File: config.mk
export PLATFORM = sky130hd
export DESIGN_NAME = aim_top
export DESIGN_NICKNAME = d
export VERILOG_FILES = /design/src/core/aim_pkg.sv /design/src/core/aim_chan_track.sv /design/src/core/aim_avg.sv /design/src/core/aim_top.sv
export VERILOG_INCLUDE_DIRS = /design/src /design/src/core
export SDC_FILE = /design/constraint.sdc
export NUM_CORES = 2
export LEC_CHECK = 0
export ABC_AREA = 1
export BUFFER_PORTS_ARGS = -buffer_cell sky130_fd_sc_hd__buf_2
export CAP_MARGIN = 20
export CORE_MARGIN = 2
export CORE_UTILIZATION = 25
export DETAILED_ROUTE_END_ITERATION = 10
export GPL_TIMING_DRIVEN = 0
export HOLD_SLACK_MARGIN = 0.05
export SLEW_MARGIN = 40
export SYNTH_ARGS = -nofsm -noshare
export SYNTH_HDL_FRONTEND = slang
export SYNTH_SLANG_ARGS = --single-unit
File: constraint.sdc
create_clock -name clk_sys -period 38 [get_ports clk_sys]
set_input_delay 11.4 -clock clk_sys [delete_from_list [all_inputs] [get_ports clk_sys]]
set_output_delay 11.4 -clock clk_sys [all_outputs]
set_load 0.01 [all_outputs]
File: src/core/aim_regs.svh
// register map and field positions of the analog input block
// assumes modbus reference numbers are used directly as addresses
`ifndef AIM_REGS_SVH
`define AIM_REGS_SVH

// channel counts
`define AIM_NCH      8
`define AIM_NVAL     9
`define AIM_NCH16    16'h0008
`define AIM_NVAL16   16'h0009
`define AIM_NSTW16   16'h0010

// coil space (0x) reference numbers
`define AIM_CO_MAXRST 16'h0065
`define AIM_CO_MINRST 16'h006f
`define AIM_CO_OPEN   16'h0079
`define AIM_CO_HIAL   16'h0083
`define AIM_CO_LOAL   16'h008d

// holding register space (4x) reference numbers
`define AIM_RG_VAL    16'h9c41
`define AIM_RG_MAX    16'h9c4b
`define AIM_RG_MIN    16'h9c55
`define AIM_RG_STAT   16'h9ca5
`define AIM_RG_CODE   16'h9d09
`define AIM_RG_MASK   16'h9d1d
`define AIM_RG_FLAGS  16'h9d71

// status word bit positions
`define AIM_ST_TMO  0
`define AIM_ST_OVR  1
`define AIM_ST_UND  2
`define AIM_ST_OPEN 3
`define AIM_ST_ADC  7
`define AIM_ST_CAL  9

// reset values
`define AIM_MASK_RST  8'hff
`define AIM_CODE_RST  16'h0000
`define AIM_AVG_CODE  16'h0000
`define AIM_FLAGS_RST 16'h0000

`endif

File: src/core/aim_pkg.sv
// types shared by the analog input register block
// assumes aim_regs.svh for counts
`include "aim_regs.svh"

package aim_pkg;
   typedef logic [15:0] aim_word_t;

   // one register or coil access from the host side
   typedef struct packed {
      logic      write;
      logic      coil;
      aim_word_t addr;
      aim_word_t wdata;
   } aim_req_t;

   // answer to one access, data low bit for coils
   typedef struct packed {
      logic      err;
      aim_word_t data;
   } aim_rsp_t;

   // front end condition of one channel
   typedef struct packed {
      logic tmo;
      logic ovr;
      logic und;
      logic open;
      logic adc;
      logic cal;
   } aim_stat_t;
endpackage : aim_pkg

File: src/core/aim_chan_track.sv
// present value, extremes and alarms of one channel
// assumes thresholds held stable by the surrounding logic
`timescale 1ns/1ps
`default_nettype none

module aim_chan_track import aim_pkg::*; (
   input  wire logic      clk_sys,
   input  wire logic      rst,
   input  wire logic      upd,
   input  wire logic      clr_max,
   input  wire logic      clr_min,
   input  wire aim_word_t val_in,
   input  wire aim_word_t hi_lim,
   input  wire aim_word_t lo_lim,
   output var  aim_word_t val_reg,
   output var  aim_word_t max_reg,
   output var  aim_word_t min_reg,
   output var  logic      hi_reg,
   output var  logic      lo_reg
);
   logic      seen_reg;
   logic      seen_next;
   aim_word_t val_next;
   aim_word_t max_next;
   aim_word_t min_next;

   // a clear takes the value the channel holds after this edge
   always_comb begin
      seen_next = seen_reg | upd;
      val_next  = upd ? val_in : val_reg;
      max_next  = max_reg;
      min_next  = min_reg;
      if (clr_max || (upd && !seen_reg)) begin
         max_next = val_next; // [RQ1]
      end else if (upd && val_in > max_reg) begin
         max_next = val_in; // [RQ5]
      end
      if (clr_min || (upd && !seen_reg)) begin
         min_next = val_next; // [RQ2]
      end else if (upd && val_in < min_reg) begin
         min_next = val_in; // [RQ6]
      end
   end

   // value and extremes
   always_ff @(posedge clk_sys or posedge rst) begin
      if (rst) begin
         seen_reg <= 1'b0;
         val_reg  <= 16'h0000;
         max_reg  <= 16'h0000;
         min_reg  <= 16'h0000;
      end else begin
         seen_reg <= seen_next;
         val_reg  <= val_next;
         max_reg  <= max_next;
         min_reg  <= min_next;
      end
   end

   // alarms follow the value that is shown, never a stale one
   always_ff @(posedge clk_sys or posedge rst) begin
      if (rst) begin
         hi_reg <= 1'b0;
         lo_reg <= 1'b0;
      end else begin
         hi_reg <= seen_next && (val_next > hi_lim); // [RQ3]
         lo_reg <= seen_next && (val_next < lo_lim); // [RQ4]
      end
   end

   chk_max_reload: assert property (@(posedge clk_sys) disable iff (rst) // [RQ1]
      clr_max |=> max_reg == val_reg) else $error("max not reloaded");
   chk_min_reload: assert property (@(posedge clk_sys) disable iff (rst) // [RQ2]
      clr_min |=> min_reg == val_reg) else $error("min not reloaded");
   chk_hi_alarm: assert property (@(posedge clk_sys) disable iff (rst) // [RQ3]
      seen_reg |-> hi_reg == (val_reg > $past(hi_lim))) else $error("high alarm wrong");
   chk_lo_alarm: assert property (@(posedge clk_sys) disable iff (rst) // [RQ4]
      seen_reg |-> lo_reg == (val_reg < $past(lo_lim))) else $error("low alarm wrong");
   chk_max_bound: assert property (@(posedge clk_sys) disable iff (rst) // [RQ5]
      upd && !clr_max |=> max_reg >= val_reg && max_reg >= $past(max_reg)) else $error("max lost");
   // the first sample seeds the minimum upward from the reset zero, so the bound starts after it
   chk_min_bound: assert property (@(posedge clk_sys) disable iff (rst) // [RQ6]
      upd && seen_reg && !clr_min |=> min_reg <= val_reg && min_reg <= $past(min_reg)) else $error("min lost");
endmodule : aim_chan_track

`default_nettype wire

File: src/core/aim_avg.sv
// mean of the enabled channels of one sample set
// assumes samples arrive as one strobe for all channels
`timescale 1ns/1ps
`default_nettype none

module aim_avg import aim_pkg::*; (
   input  wire logic                          clk_sys,
   input  wire logic                          rst,
   input  wire logic                          smp_valid,
   input  wire logic [`AIM_NCH-1:0][15:0]     smp_value,
   input  wire logic [`AIM_NCH-1:0]           en_mask,
   output var  aim_word_t                     avg_reg,
   output var  logic                          vld_reg
);
   logic [18:0] sum;
   logic [18:0] cnt;

   // disabled channels stay out of both sum and count
   always_comb begin
      sum = 19'h00000;
      cnt = 19'h00000;
      for (int i = 0; i < `AIM_NCH; i++) begin
         if (en_mask[i]) begin
            sum = sum + {3'h0, smp_value[i]}; // [RQ11]
            cnt = cnt + 19'h00001;
         end
      end
   end

   // divider is wide but the block is not timing critical
   always_ff @(posedge clk_sys or posedge rst) begin
      if (rst) begin
         avg_reg <= 16'h0000;
         vld_reg <= 1'b0;
      end else begin
         vld_reg <= smp_valid && (cnt != 19'h00000);
         if (smp_valid && cnt != 19'h00000) begin
            avg_reg <= 16'(sum / cnt);
         end
      end
   end
endmodule : aim_avg

`default_nettype wire

File: src/core/aim_top.sv
// register and coil map of the eight channel analog input block
// assumes the host side decodes frames into single accesses
//
// Notes on behaviour
// (RQ1) Writing a max-reset coil of a channel or the average loads its maximum with its present value.
// (RQ2) Writing a min-reset coil of a channel or the average loads its minimum with its present value.
// (RQ3) A channel's high alarm flag is 1 while its value is above its upper limit, the average has its own.
// (RQ4) From its first sample on, a channel's low alarm flag is 1 while its value is below its lower limit, the average has its own.
// (RQ5) The highest value since reset is readable for each channel and the average.
// (RQ6) The lowest value since reset is readable for each channel and the average.
// (RQ7) Each channel's status takes two consecutive words, channel n at the base plus two n.
// (RQ8) Status bits are timeout 0, over range 1, under range 2, open 3, converter 7, calibration 9.
// (RQ9) Sixteen logic rule engine flags sit in one readable and writable word.
// (RQ10) A readable open circuit flag per enabled channel is set while that input is disconnected; a disabled channel reads 0.
// (RQ11) The enable word masks channels out of conversion and out of the average.
`timescale 1ns/1ps
`default_nettype none

module aim_top import aim_pkg::*; (
   input  wire logic                         clk_sys,
   input  wire logic                         rst,
   input  wire logic                         req_valid,
   input  wire aim_req_t                     req,
   output var  logic                         rsp_valid,
   output var  aim_rsp_t                     rsp,
   input  wire logic                         smp_valid,
   input  wire logic [`AIM_NCH-1:0][15:0]    smp_value,
   input  wire aim_stat_t [`AIM_NCH-1:0]     chan_stat,
   input  wire logic [`AIM_NVAL-1:0][15:0]   hi_lim,
   input  wire logic [`AIM_NVAL-1:0][15:0]   lo_lim,
   output var  logic [`AIM_NCH-1:0]          en_reg,
   output var  logic [`AIM_NCH-1:0][15:0]    code_reg,
   output var  aim_word_t                    flags_reg
);
   aim_stat_t [`AIM_NCH-1:0]   stat_reg;
   logic [`AIM_NVAL-1:0]       upd_w;
   aim_word_t                  vin_w   [`AIM_NVAL];
   aim_word_t                  val_w   [`AIM_NVAL];
   aim_word_t                  max_w   [`AIM_NVAL];
   aim_word_t                  min_w   [`AIM_NVAL];
   logic [`AIM_NVAL-1:0]       hi_w;
   logic [`AIM_NVAL-1:0]       lo_w;
   logic [`AIM_NVAL-1:0]       clr_max;
   logic [`AIM_NVAL-1:0]       clr_min;
   aim_word_t                  avg_val;
   logic                       avg_vld;
   aim_rsp_t                   rsp_next;
   logic                       wr_code;
   logic                       wr_mask;
   logic                       wr_flags;
   aim_word_t                  o_mx;
   aim_word_t                  o_mn;
   aim_word_t                  o_op;
   aim_word_t                  o_hi;
   aim_word_t                  o_lo;
   aim_word_t                  o_val;
   aim_word_t                  o_max;
   aim_word_t                  o_min;
   aim_word_t                  o_st;
   aim_word_t                  o_cd;
   logic                       rd;
   logic                       wr;

   // offsets of the access from each table base
   assign o_mx  = req.addr - `AIM_CO_MAXRST;
   assign o_mn  = req.addr - `AIM_CO_MINRST;
   assign o_op  = req.addr - `AIM_CO_OPEN;
   assign o_hi  = req.addr - `AIM_CO_HIAL;
   assign o_lo  = req.addr - `AIM_CO_LOAL;
   assign o_val = req.addr - `AIM_RG_VAL;
   assign o_max = req.addr - `AIM_RG_MAX;
   assign o_min = req.addr - `AIM_RG_MIN;
   assign o_st  = req.addr - `AIM_RG_STAT;
   assign o_cd  = req.addr - `AIM_RG_CODE;
   assign rd    = req_valid && !req.write;
   assign wr    = req_valid && req.write;

   // averaging of the enabled channels
   aim_avg u_avg (
      .clk_sys   (clk_sys),
      .rst       (rst),
      .smp_valid (smp_valid),
      .smp_value (smp_value),
      .en_mask   (en_reg),
      .avg_reg   (avg_val),
      .vld_reg   (avg_vld)
   );

   // eight inputs plus the average, each with its own tracker
   genvar g;
   for (g = 0; g < `AIM_NVAL; g++) begin : g_ch
      if (g < `AIM_NCH) begin : g_in
         assign upd_w[g] = smp_valid & en_reg[g]; // [RQ11]
         assign vin_w[g] = smp_value[g];
         // disabled channels report no condition
         always_ff @(posedge clk_sys or posedge rst) begin
            if (rst) begin
               stat_reg[g] <= '0;
            end else begin
               stat_reg[g] <= en_reg[g] ? chan_stat[g] : '0; // [RQ10]
            end
         end
      end else begin : g_av
         assign upd_w[g] = avg_vld;
         assign vin_w[g] = avg_val;
      end
      aim_chan_track u_trk (
         .clk_sys (clk_sys),
         .rst     (rst),
         .upd     (upd_w[g]),
         .clr_max (clr_max[g]),
         .clr_min (clr_min[g]),
         .val_in  (vin_w[g]),
         .hi_lim  (hi_lim[g]),
         .lo_lim  (lo_lim[g]),
         .val_reg (val_w[g]),
         .max_reg (max_w[g]),
         .min_reg (min_w[g]),
         .hi_reg  (hi_w[g]),
         .lo_reg  (lo_w[g])
      );
   end

   // status word of one channel
   function automatic aim_word_t stat_word(input aim_stat_t s);
      aim_word_t w;
      w = 16'h0000;
      w[`AIM_ST_TMO]  = s.tmo; // [RQ8]
      w[`AIM_ST_OVR]  = s.ovr;
      w[`AIM_ST_UND]  = s.und;
      w[`AIM_ST_OPEN] = s.open;
      w[`AIM_ST_ADC]  = s.adc;
      w[`AIM_ST_CAL]  = s.cal;
      return w;
   endfunction : stat_word

   // write decode: coil writes become one-cycle clear pulses
   always_comb begin
      clr_max  = '0;
      clr_min  = '0;
      wr_code  = 1'b0;
      wr_mask  = 1'b0;
      wr_flags = 1'b0;
      if (wr && req.coil && o_mx < `AIM_NVAL16) begin
         clr_max[o_mx[3:0]] = 1'b1; // [RQ1]
      end
      if (wr && req.coil && o_mn < `AIM_NVAL16) begin
         clr_min[o_mn[3:0]] = 1'b1; // [RQ2]
      end
      if (wr && !req.coil) begin
         wr_code  = o_cd < `AIM_NCH16;
         wr_mask  = req.addr == `AIM_RG_MASK;
         wr_flags = req.addr == `AIM_RG_FLAGS;
      end
   end

   // answer: read data, or error for unmapped or read-only targets
   always_comb begin
      rsp_next = '{err: 1'b1, data: 16'h0000};
      if (wr) begin
         rsp_next.err = !(wr_code || wr_mask || wr_flags || (|clr_max) || (|clr_min));
      end else if (rd && req.coil) begin
         if (o_op < `AIM_NCH16) begin
            rsp_next = '{err: 1'b0, data: {15'h0000, stat_reg[o_op[2:0]].open}}; // [RQ10]
         end else if (o_hi < `AIM_NVAL16) begin
            rsp_next = '{err: 1'b0, data: {15'h0000, hi_w[o_hi[3:0]]}}; // [RQ3]
         end else if (o_lo < `AIM_NVAL16) begin
            rsp_next = '{err: 1'b0, data: {15'h0000, lo_w[o_lo[3:0]]}}; // [RQ4]
         end
      end else if (rd) begin
         if (o_val < `AIM_NVAL16) begin
            rsp_next = '{err: 1'b0, data: val_w[o_val[3:0]]};
         end else if (o_max < `AIM_NVAL16) begin
            rsp_next = '{err: 1'b0, data: max_w[o_max[3:0]]}; // [RQ5]
         end else if (o_min < `AIM_NVAL16) begin
            rsp_next = '{err: 1'b0, data: min_w[o_min[3:0]]}; // [RQ6]
         end else if (o_st < `AIM_NSTW16) begin
            // second word of each pair carries no flags yet
            rsp_next.err  = 1'b0;
            rsp_next.data = o_st[0] ? 16'h0000 : stat_word(stat_reg[o_st[3:1]]); // [RQ7]
         end else if (o_cd < `AIM_NCH16) begin
            rsp_next = '{err: 1'b0, data: code_reg[o_cd[2:0]]};
         end else if (o_cd == `AIM_NCH16) begin
            rsp_next = '{err: 1'b0, data: `AIM_AVG_CODE};
         end else if (req.addr == `AIM_RG_MASK) begin
            rsp_next = '{err: 1'b0, data: {8'h00, en_reg}};
         end else if (req.addr == `AIM_RG_FLAGS) begin
            rsp_next = '{err: 1'b0, data: flags_reg}; // [RQ9]
         end
      end
   end

   // answer registers, one cycle after the access
   always_ff @(posedge clk_sys or posedge rst) begin
      if (rst) begin
         rsp_valid <= 1'b0;
         rsp       <= '0;
      end else begin
         rsp_valid <= req_valid;
         if (req_valid) begin
            rsp <= rsp_next;
         end
      end
   end

   // configuration written by the host
   always_ff @(posedge clk_sys or posedge rst) begin
      if (rst) begin
         en_reg    <= `AIM_MASK_RST;
         code_reg  <= {`AIM_NCH{`AIM_CODE_RST}};
         flags_reg <= `AIM_FLAGS_RST;
      end else begin
         if (wr_code) begin
            code_reg[o_cd[2:0]] <= req.wdata;
         end
         if (wr_mask) begin
            en_reg <= req.wdata[`AIM_NCH-1:0]; // [RQ11]
         end
         if (wr_flags) begin
            flags_reg <= req.wdata; // [RQ9]
         end
      end
   end

   // status and configuration
   chk_stat_word: assert property (@(posedge clk_sys) disable iff (rst) // [RQ8]
      rd && !req.coil && req.addr == `AIM_RG_STAT
      |=> rsp.data[`AIM_ST_OPEN] == $past(stat_reg[0].open) && rsp.data[`AIM_ST_CAL] == $past(stat_reg[0].cal)
         && rsp.data[`AIM_ST_TMO] == $past(stat_reg[0].tmo))
      else $error("status word bits wrong");
   chk_stat_pair: assert property (@(posedge clk_sys) disable iff (rst) // [RQ7]
      rd && !req.coil && req.addr == `AIM_RG_STAT + `AIM_NSTW16 |=> rsp_valid && rsp.err)
      else $error("status past last pair answered");

   // the host leaves one idle cycle between accesses; no write may fall in it
   chk_flags_rw: assert property (@(posedge clk_sys) disable iff (rst) // [RQ9]
      wr && !req.coil && req.addr == `AIM_RG_FLAGS ##1 !wr ##1 rd && !req.coil && req.addr == `AIM_RG_FLAGS
      |=> rsp.data == $past(req.wdata, 3) && !rsp.err)
      else $error("flags word not read back");
   chk_open_flag: assert property (@(posedge clk_sys) disable iff (rst) // [RQ10]
      en_reg[0] ##1 rd && req.coil && req.addr == `AIM_CO_OPEN |=> rsp.data[0] == $past(chan_stat[0].open, 2))
      else $error("open flag wrong");

   // channel 6 is left off by a partial mask while its front end reports faults
   chk_mask_hold: assert property (@(posedge clk_sys) disable iff (rst) // [RQ11]
      !en_reg[6] |=> $stable(val_w[6]) && !stat_reg[6].open)
      else $error("disabled channel changed");

   // main scenarios
   cov_max_clear: cover property (@(posedge clk_sys) disable iff (rst) clr_max[`AIM_NCH]);
   cov_stat_read: cover property (@(posedge clk_sys) disable iff (rst)
      rd && !req.coil && o_st < `AIM_NSTW16 ##1 rsp.data != 16'h0000);
   cov_avg_alarm: cover property (@(posedge clk_sys) disable iff (rst) avg_vld ##1 hi_w[`AIM_NCH]);
   cov_min_clear: cover property (@(posedge clk_sys) disable iff (rst) clr_min[`AIM_NCH]);
   cov_part_mask: cover property (@(posedge clk_sys) disable iff (rst) smp_valid && en_reg != `AIM_MASK_RST);

   // answers seen by the host
   chk_val_read: assert property (@(posedge clk_sys) disable iff (rst) // [RQ11]
      rd && !req.coil && req.addr == `AIM_RG_VAL + `AIM_NCH16 |=> !rsp.err && rsp.data == $past(val_w[`AIM_NCH]))
      else $error("average value word wrong");

   chk_max_read: assert property (@(posedge clk_sys) disable iff (rst) // [RQ5]
      rd && !req.coil && req.addr == `AIM_RG_MAX |=> !rsp.err && rsp.data == $past(max_w[0]))
      else $error("max word wrong");

   chk_min_read: assert property (@(posedge clk_sys) disable iff (rst) // [RQ6]
      rd && !req.coil && req.addr == `AIM_RG_MIN |=> !rsp.err && rsp.data == $past(min_w[0]))
      else $error("min word wrong");

   chk_stat_second: assert property (@(posedge clk_sys) disable iff (rst) // [RQ7]
      rd && !req.coil && o_st < `AIM_NSTW16 && o_st[0] |=> !rsp.err && rsp.data == 16'h0000)
      else $error("second status word not zero");

   chk_hi_read: assert property (@(posedge clk_sys) disable iff (rst) // [RQ3]
      rd && req.coil && req.addr == `AIM_CO_HIAL + `AIM_NCH16 |=> !rsp.err && rsp.data[0] == $past(hi_w[`AIM_NCH]))
      else $error("average high alarm read wrong");

   chk_lo_read: assert property (@(posedge clk_sys) disable iff (rst) // [RQ4]
      rd && req.coil && req.addr == `AIM_CO_LOAL + `AIM_NCH16 |=> !rsp.err && rsp.data[0] == $past(lo_w[`AIM_NCH]))
      else $error("average low alarm read wrong");

   chk_ro_refused: assert property (@(posedge clk_sys) disable iff (rst) // [RQ5]
      wr && !req.coil && (o_val < `AIM_NVAL16 || o_max < `AIM_NVAL16 || o_min < `AIM_NVAL16)
      |=> rsp.err && rsp.data == 16'h0000)
      else $error("read-only word accepted a write");

   // writes, clears and configuration
   chk_avg_max_clr: assert property (@(posedge clk_sys) disable iff (rst) // [RQ1]
      wr && req.coil && req.addr == `AIM_CO_MAXRST + `AIM_NCH16 |=> !rsp.err && max_w[`AIM_NCH] == val_w[`AIM_NCH])
      else $error("average max not reloaded");

   chk_avg_min_clr: assert property (@(posedge clk_sys) disable iff (rst) // [RQ2]
      wr && req.coil && req.addr == `AIM_CO_MINRST + `AIM_NCH16 |=> !rsp.err && min_w[`AIM_NCH] == val_w[`AIM_NCH])
      else $error("average min not reloaded");

   chk_mask_write: assert property (@(posedge clk_sys) disable iff (rst) // [RQ11]
      wr && !req.coil && req.addr == `AIM_RG_MASK |=> !rsp.err && en_reg == $past(req.wdata[`AIM_NCH-1:0]))
      else $error("enable mask not written");

   chk_flags_hold: assert property (@(posedge clk_sys) disable iff (rst) // [RQ9]
      !(wr && !req.coil && req.addr == `AIM_RG_FLAGS) |=> $stable(flags_reg))
      else $error("flags word changed without a write");
endmodule : aim_top

`default_nettype wire

==> key figures <==
Outcome
  • Status: finished with violations
  • Violated checks: negative setup slack

Cells and area
  • Fill cell count: 26800
  • Multi-input gate area: 0.0427 mm^2
  • Fin cells: 13600
  • Nets@finish: 11500
  • Layout cells sized above 1: 21.0%
  • Finished Cell Area: 0.0817 mm^2
  • Commonest non-fill, non-tap cell in the layout: nand2_1
  • Commonest non-fill, non-tap cells in the layout: nand2_1, inv_1, ha_1
  • Register area: 0.0174 mm^2
  • P&R area growth vs syn: 29.3%

Timing
  • Final min period: 49.39 ns
  • Number of setup violations in the final report: 7
  • Slew Viols, Final: 0
  • Endpoints failing hold: 0
  • Total negative setup slack: -43.49 ns
  • Tcrit/Tclk final: 130%
  • Worst slew pin tran: 1.00 ns
  • Max Freq: 20.2 MHz
  • Post-layout worst setup margin: -11.39 ns
  • RSZ-0062 raised after global routing: yes
  • Rel. slew slack: 32.3%
  • Worst Skew: 0.0493 ns

Clocking
  • Clock-pin slew on the worst setup and hold paths: 0.06 ns
  • Clock sinks: 694
  • CTS H-tree depth: 3
  • Clk buf depth: 3
  • CTS tree: built
  • TritonCTS Buffers: 83
  • Clock Latency Late Sink: 0.77 ns
  • Root Buffer: clkbuf_16

Placement
  • DP Area: 0.0722 mm^2
  • RD Place Congestion: 1.10
  • Port buffer count: 666
  • DP HPWL: 292000 um
  • Dpl ws: -17.22 ns
  • Placed cell count: 12900

Floorplan
  • Core area: 0.251 mm^2
  • Die Span Y: 507 um
  • FP Rows: 184
  • Initial Utilization: 25.1%
  • Die X: 507 um
  • DIE AREA: 0.257 mm^2
  • Ports: 672

Global routing
  • Global-route track usage on met3: 8.41%
  • Total gr overflow: 0
  • Met2 usage: 38.7%
  • Pin count of the biggest net entering global routing: 71
  • First-pass GRT wire length: 493000 um
  • Busiest grt layer: met2
  • GRT Total Usage: 26.8%
  • Vias in the first global route: 66900
  • Met1 usage: 33.9%
  • Initial antenna violation count: 88

Routing
  • Drt wl/cell: 26.6 um
  • Vias: 72600
  • DR DRC count: 0
  • Number of DRC markers in iteration 0: 8593
  • Total Routed Length: 363000 um
  • Pre-antenna DRT Iters: 8
  • Vias/cell: 5.34
  • Post-route ant nets: 0

Critical path
  • Setup crit start kind: primary input
  • CP peak stage delay: 0.54 ns
  • Crit path capture type: register
  • Crit-path slowest cell: fa_2
  • Crit Path Category: primary input to register
  • R2R Setup Slk: -1.92 ns
  • Most frequent CP cell: nand2_2
  • Required time of the critical path: 38.61 ns
  • Critical Path Fanout Max: 7
  • Worst Path Arrival: 50.00 ns

Yosys
  • Number of synthesized flops with an enable pin: 0
  • Compound-Gate Fraction of Synth Area: 21.8%
  • Asr flop ratio synth: 100%
  • Synthesis Warnings: 0
  • Synth Area in Simple Gates: 21.1%
  • Dominant synthesized flop cell: dfrtp_1
  • Synth Area in XOR/XNOR: 3.14%
  • Post-synthesis adder-cell area fraction: 16.4%
  • Syn Inst Count: 8816
  • Largest family of logic cells by synthesized area: compound AO/OA/AOI/OAI gates
  • Yosys reg bits: 694
  • Mux share of post-synthesis cell area: 0.127%
  • Post-synthesis cell area: 0.0632 mm^2
  • Sequential share of the synthesized area: 27.5%
  • Syn Area/Cell: 7.17 um^2
  • Post-synth cell types: 82

Run
  • Total of max-cap violations: 0

Hold path
  • Min-Delay Path Class: register to register
[area by class of cell]
type	instances	share of cell area, %
inverters	1357	6.35
diodes	36	0.110
plain buffers	301	1.68
flip-flops and latches	694	21.3
clock inverters	35	0.568
well taps	3348	5.13
repair buffers	1217	9.65
clock buffers	121	3.01
multi-input cells	6503	52.2
[through the flow]
stage	util, %	hold slack, ns
2_1_floorplan	-	0.439
3_3_place_gp	28.4	0.475
3_5_place_dp	28.7	0.482
4_1_cts	31.6	0.498
5_1_grt	32.5	0.514
6_report	32.5	0.496
[worst paths after layout]
kind / start / to / cells past startpoint
worst max-delay path: smp_value[0] / u_avg.avg_reg[0] / 297
worst min-delay path: rsp[2] / rsp[2] / 1
worst max register to register: en_reg[0] / u_avg.avg_reg[0] / 301
worst min register to register: rsp[2] / rsp[2] / 1
max in group asynchronous: rst / code_reg[43] / 8
min in group asynchronous: rst / g_ch[0].u_trk.min_reg[12] / 2
[cells by family (layout without fill, tap and decap cells)]
group	after synthesis	in the layout
AOI/OAI and AO/OA	2289	2289
xor gates and xnor gates	224	224
adders and majority gates	822	822
buffers and inverters	1658	3031
DFF	694	694
muxes	8	8
other	1	75
and+or+nand+nor	3120	3121
[layer usage]
layer,routed length [um],part of all wire (%),vias up
met2,147000,41,4302
li1,-,-,32800
met4,30300,8.4,78
met3,41600,11,1012
met1,143000,39,34500
met5,542,0.15,-
[critical path, delay by kind of cell]
family | cells | cell delay (ns)
fa+ha+maj | 27 | 7.33
compound gates | 94 | 14.16
xor+xnor | 6 | 0.97
simple gates | 103 | 10.12
buf+inv | 67 | 5.92
[synthesized netlist by cell type (all sizes together), types with 10 or more instances]
| master | number | area (um^2) |
|---|---|---|
| buf | 52 | 254 |
| nor3 | 112 | 582 |
| nand2 | 1917 | 7330 |
| o21ai | 922 | 4640 |
| xor2 | 154 | 1360 |
| o311ai | 139 | 1220 |
| nand4 | 102 | 659 |
| nor4 | 17 | 106 |
| a21oi | 595 | 2990 |
| a22oi | 25 | 188 |
| nor2 | 552 | 2170 |
| a21boi | 10 | 75.1 |
| a31oi | 26 | 175 |
| clkbuf | 249 | 935 |
| ha | 815 | 10200 |
| or2 | 49 | 307 |
| o21bai | 28 | 214 |
| a221oi | 23 | 201 |
| dfrtp | 686 | 17200 |
| a2111oi | 20 | 175 |
| a211oi | 51 | 383 |
| clkinv | 31 | 116 |
| o21a | 22 | 165 |
| o22ai | 114 | 713 |
| o31ai | 13 | 97.6 |
| o211ai | 60 | 455 |
| nand3b | 14 | 105 |
| nand3 | 335 | 1900 |
| o2111ai | 19 | 166 |
| a21o | 50 | 375 |
| inv | 1326 | 4980 |
| a32o | 18 | 180 |
| xnor2 | 70 | 628 |
| o221ai | 124 | 1090 |
[repair_timing]
action,in CTS,in global routing
gates resized for setup,275,280
cloned,3,1
setup buffers,398,121
pin swaps,225,264
endpoints found under the setup margin,8,7
hold buffers,0,0
Power is not shown: default switching activity piles up to over one toggle a cycle in this logic, so the estimate is an artifact.
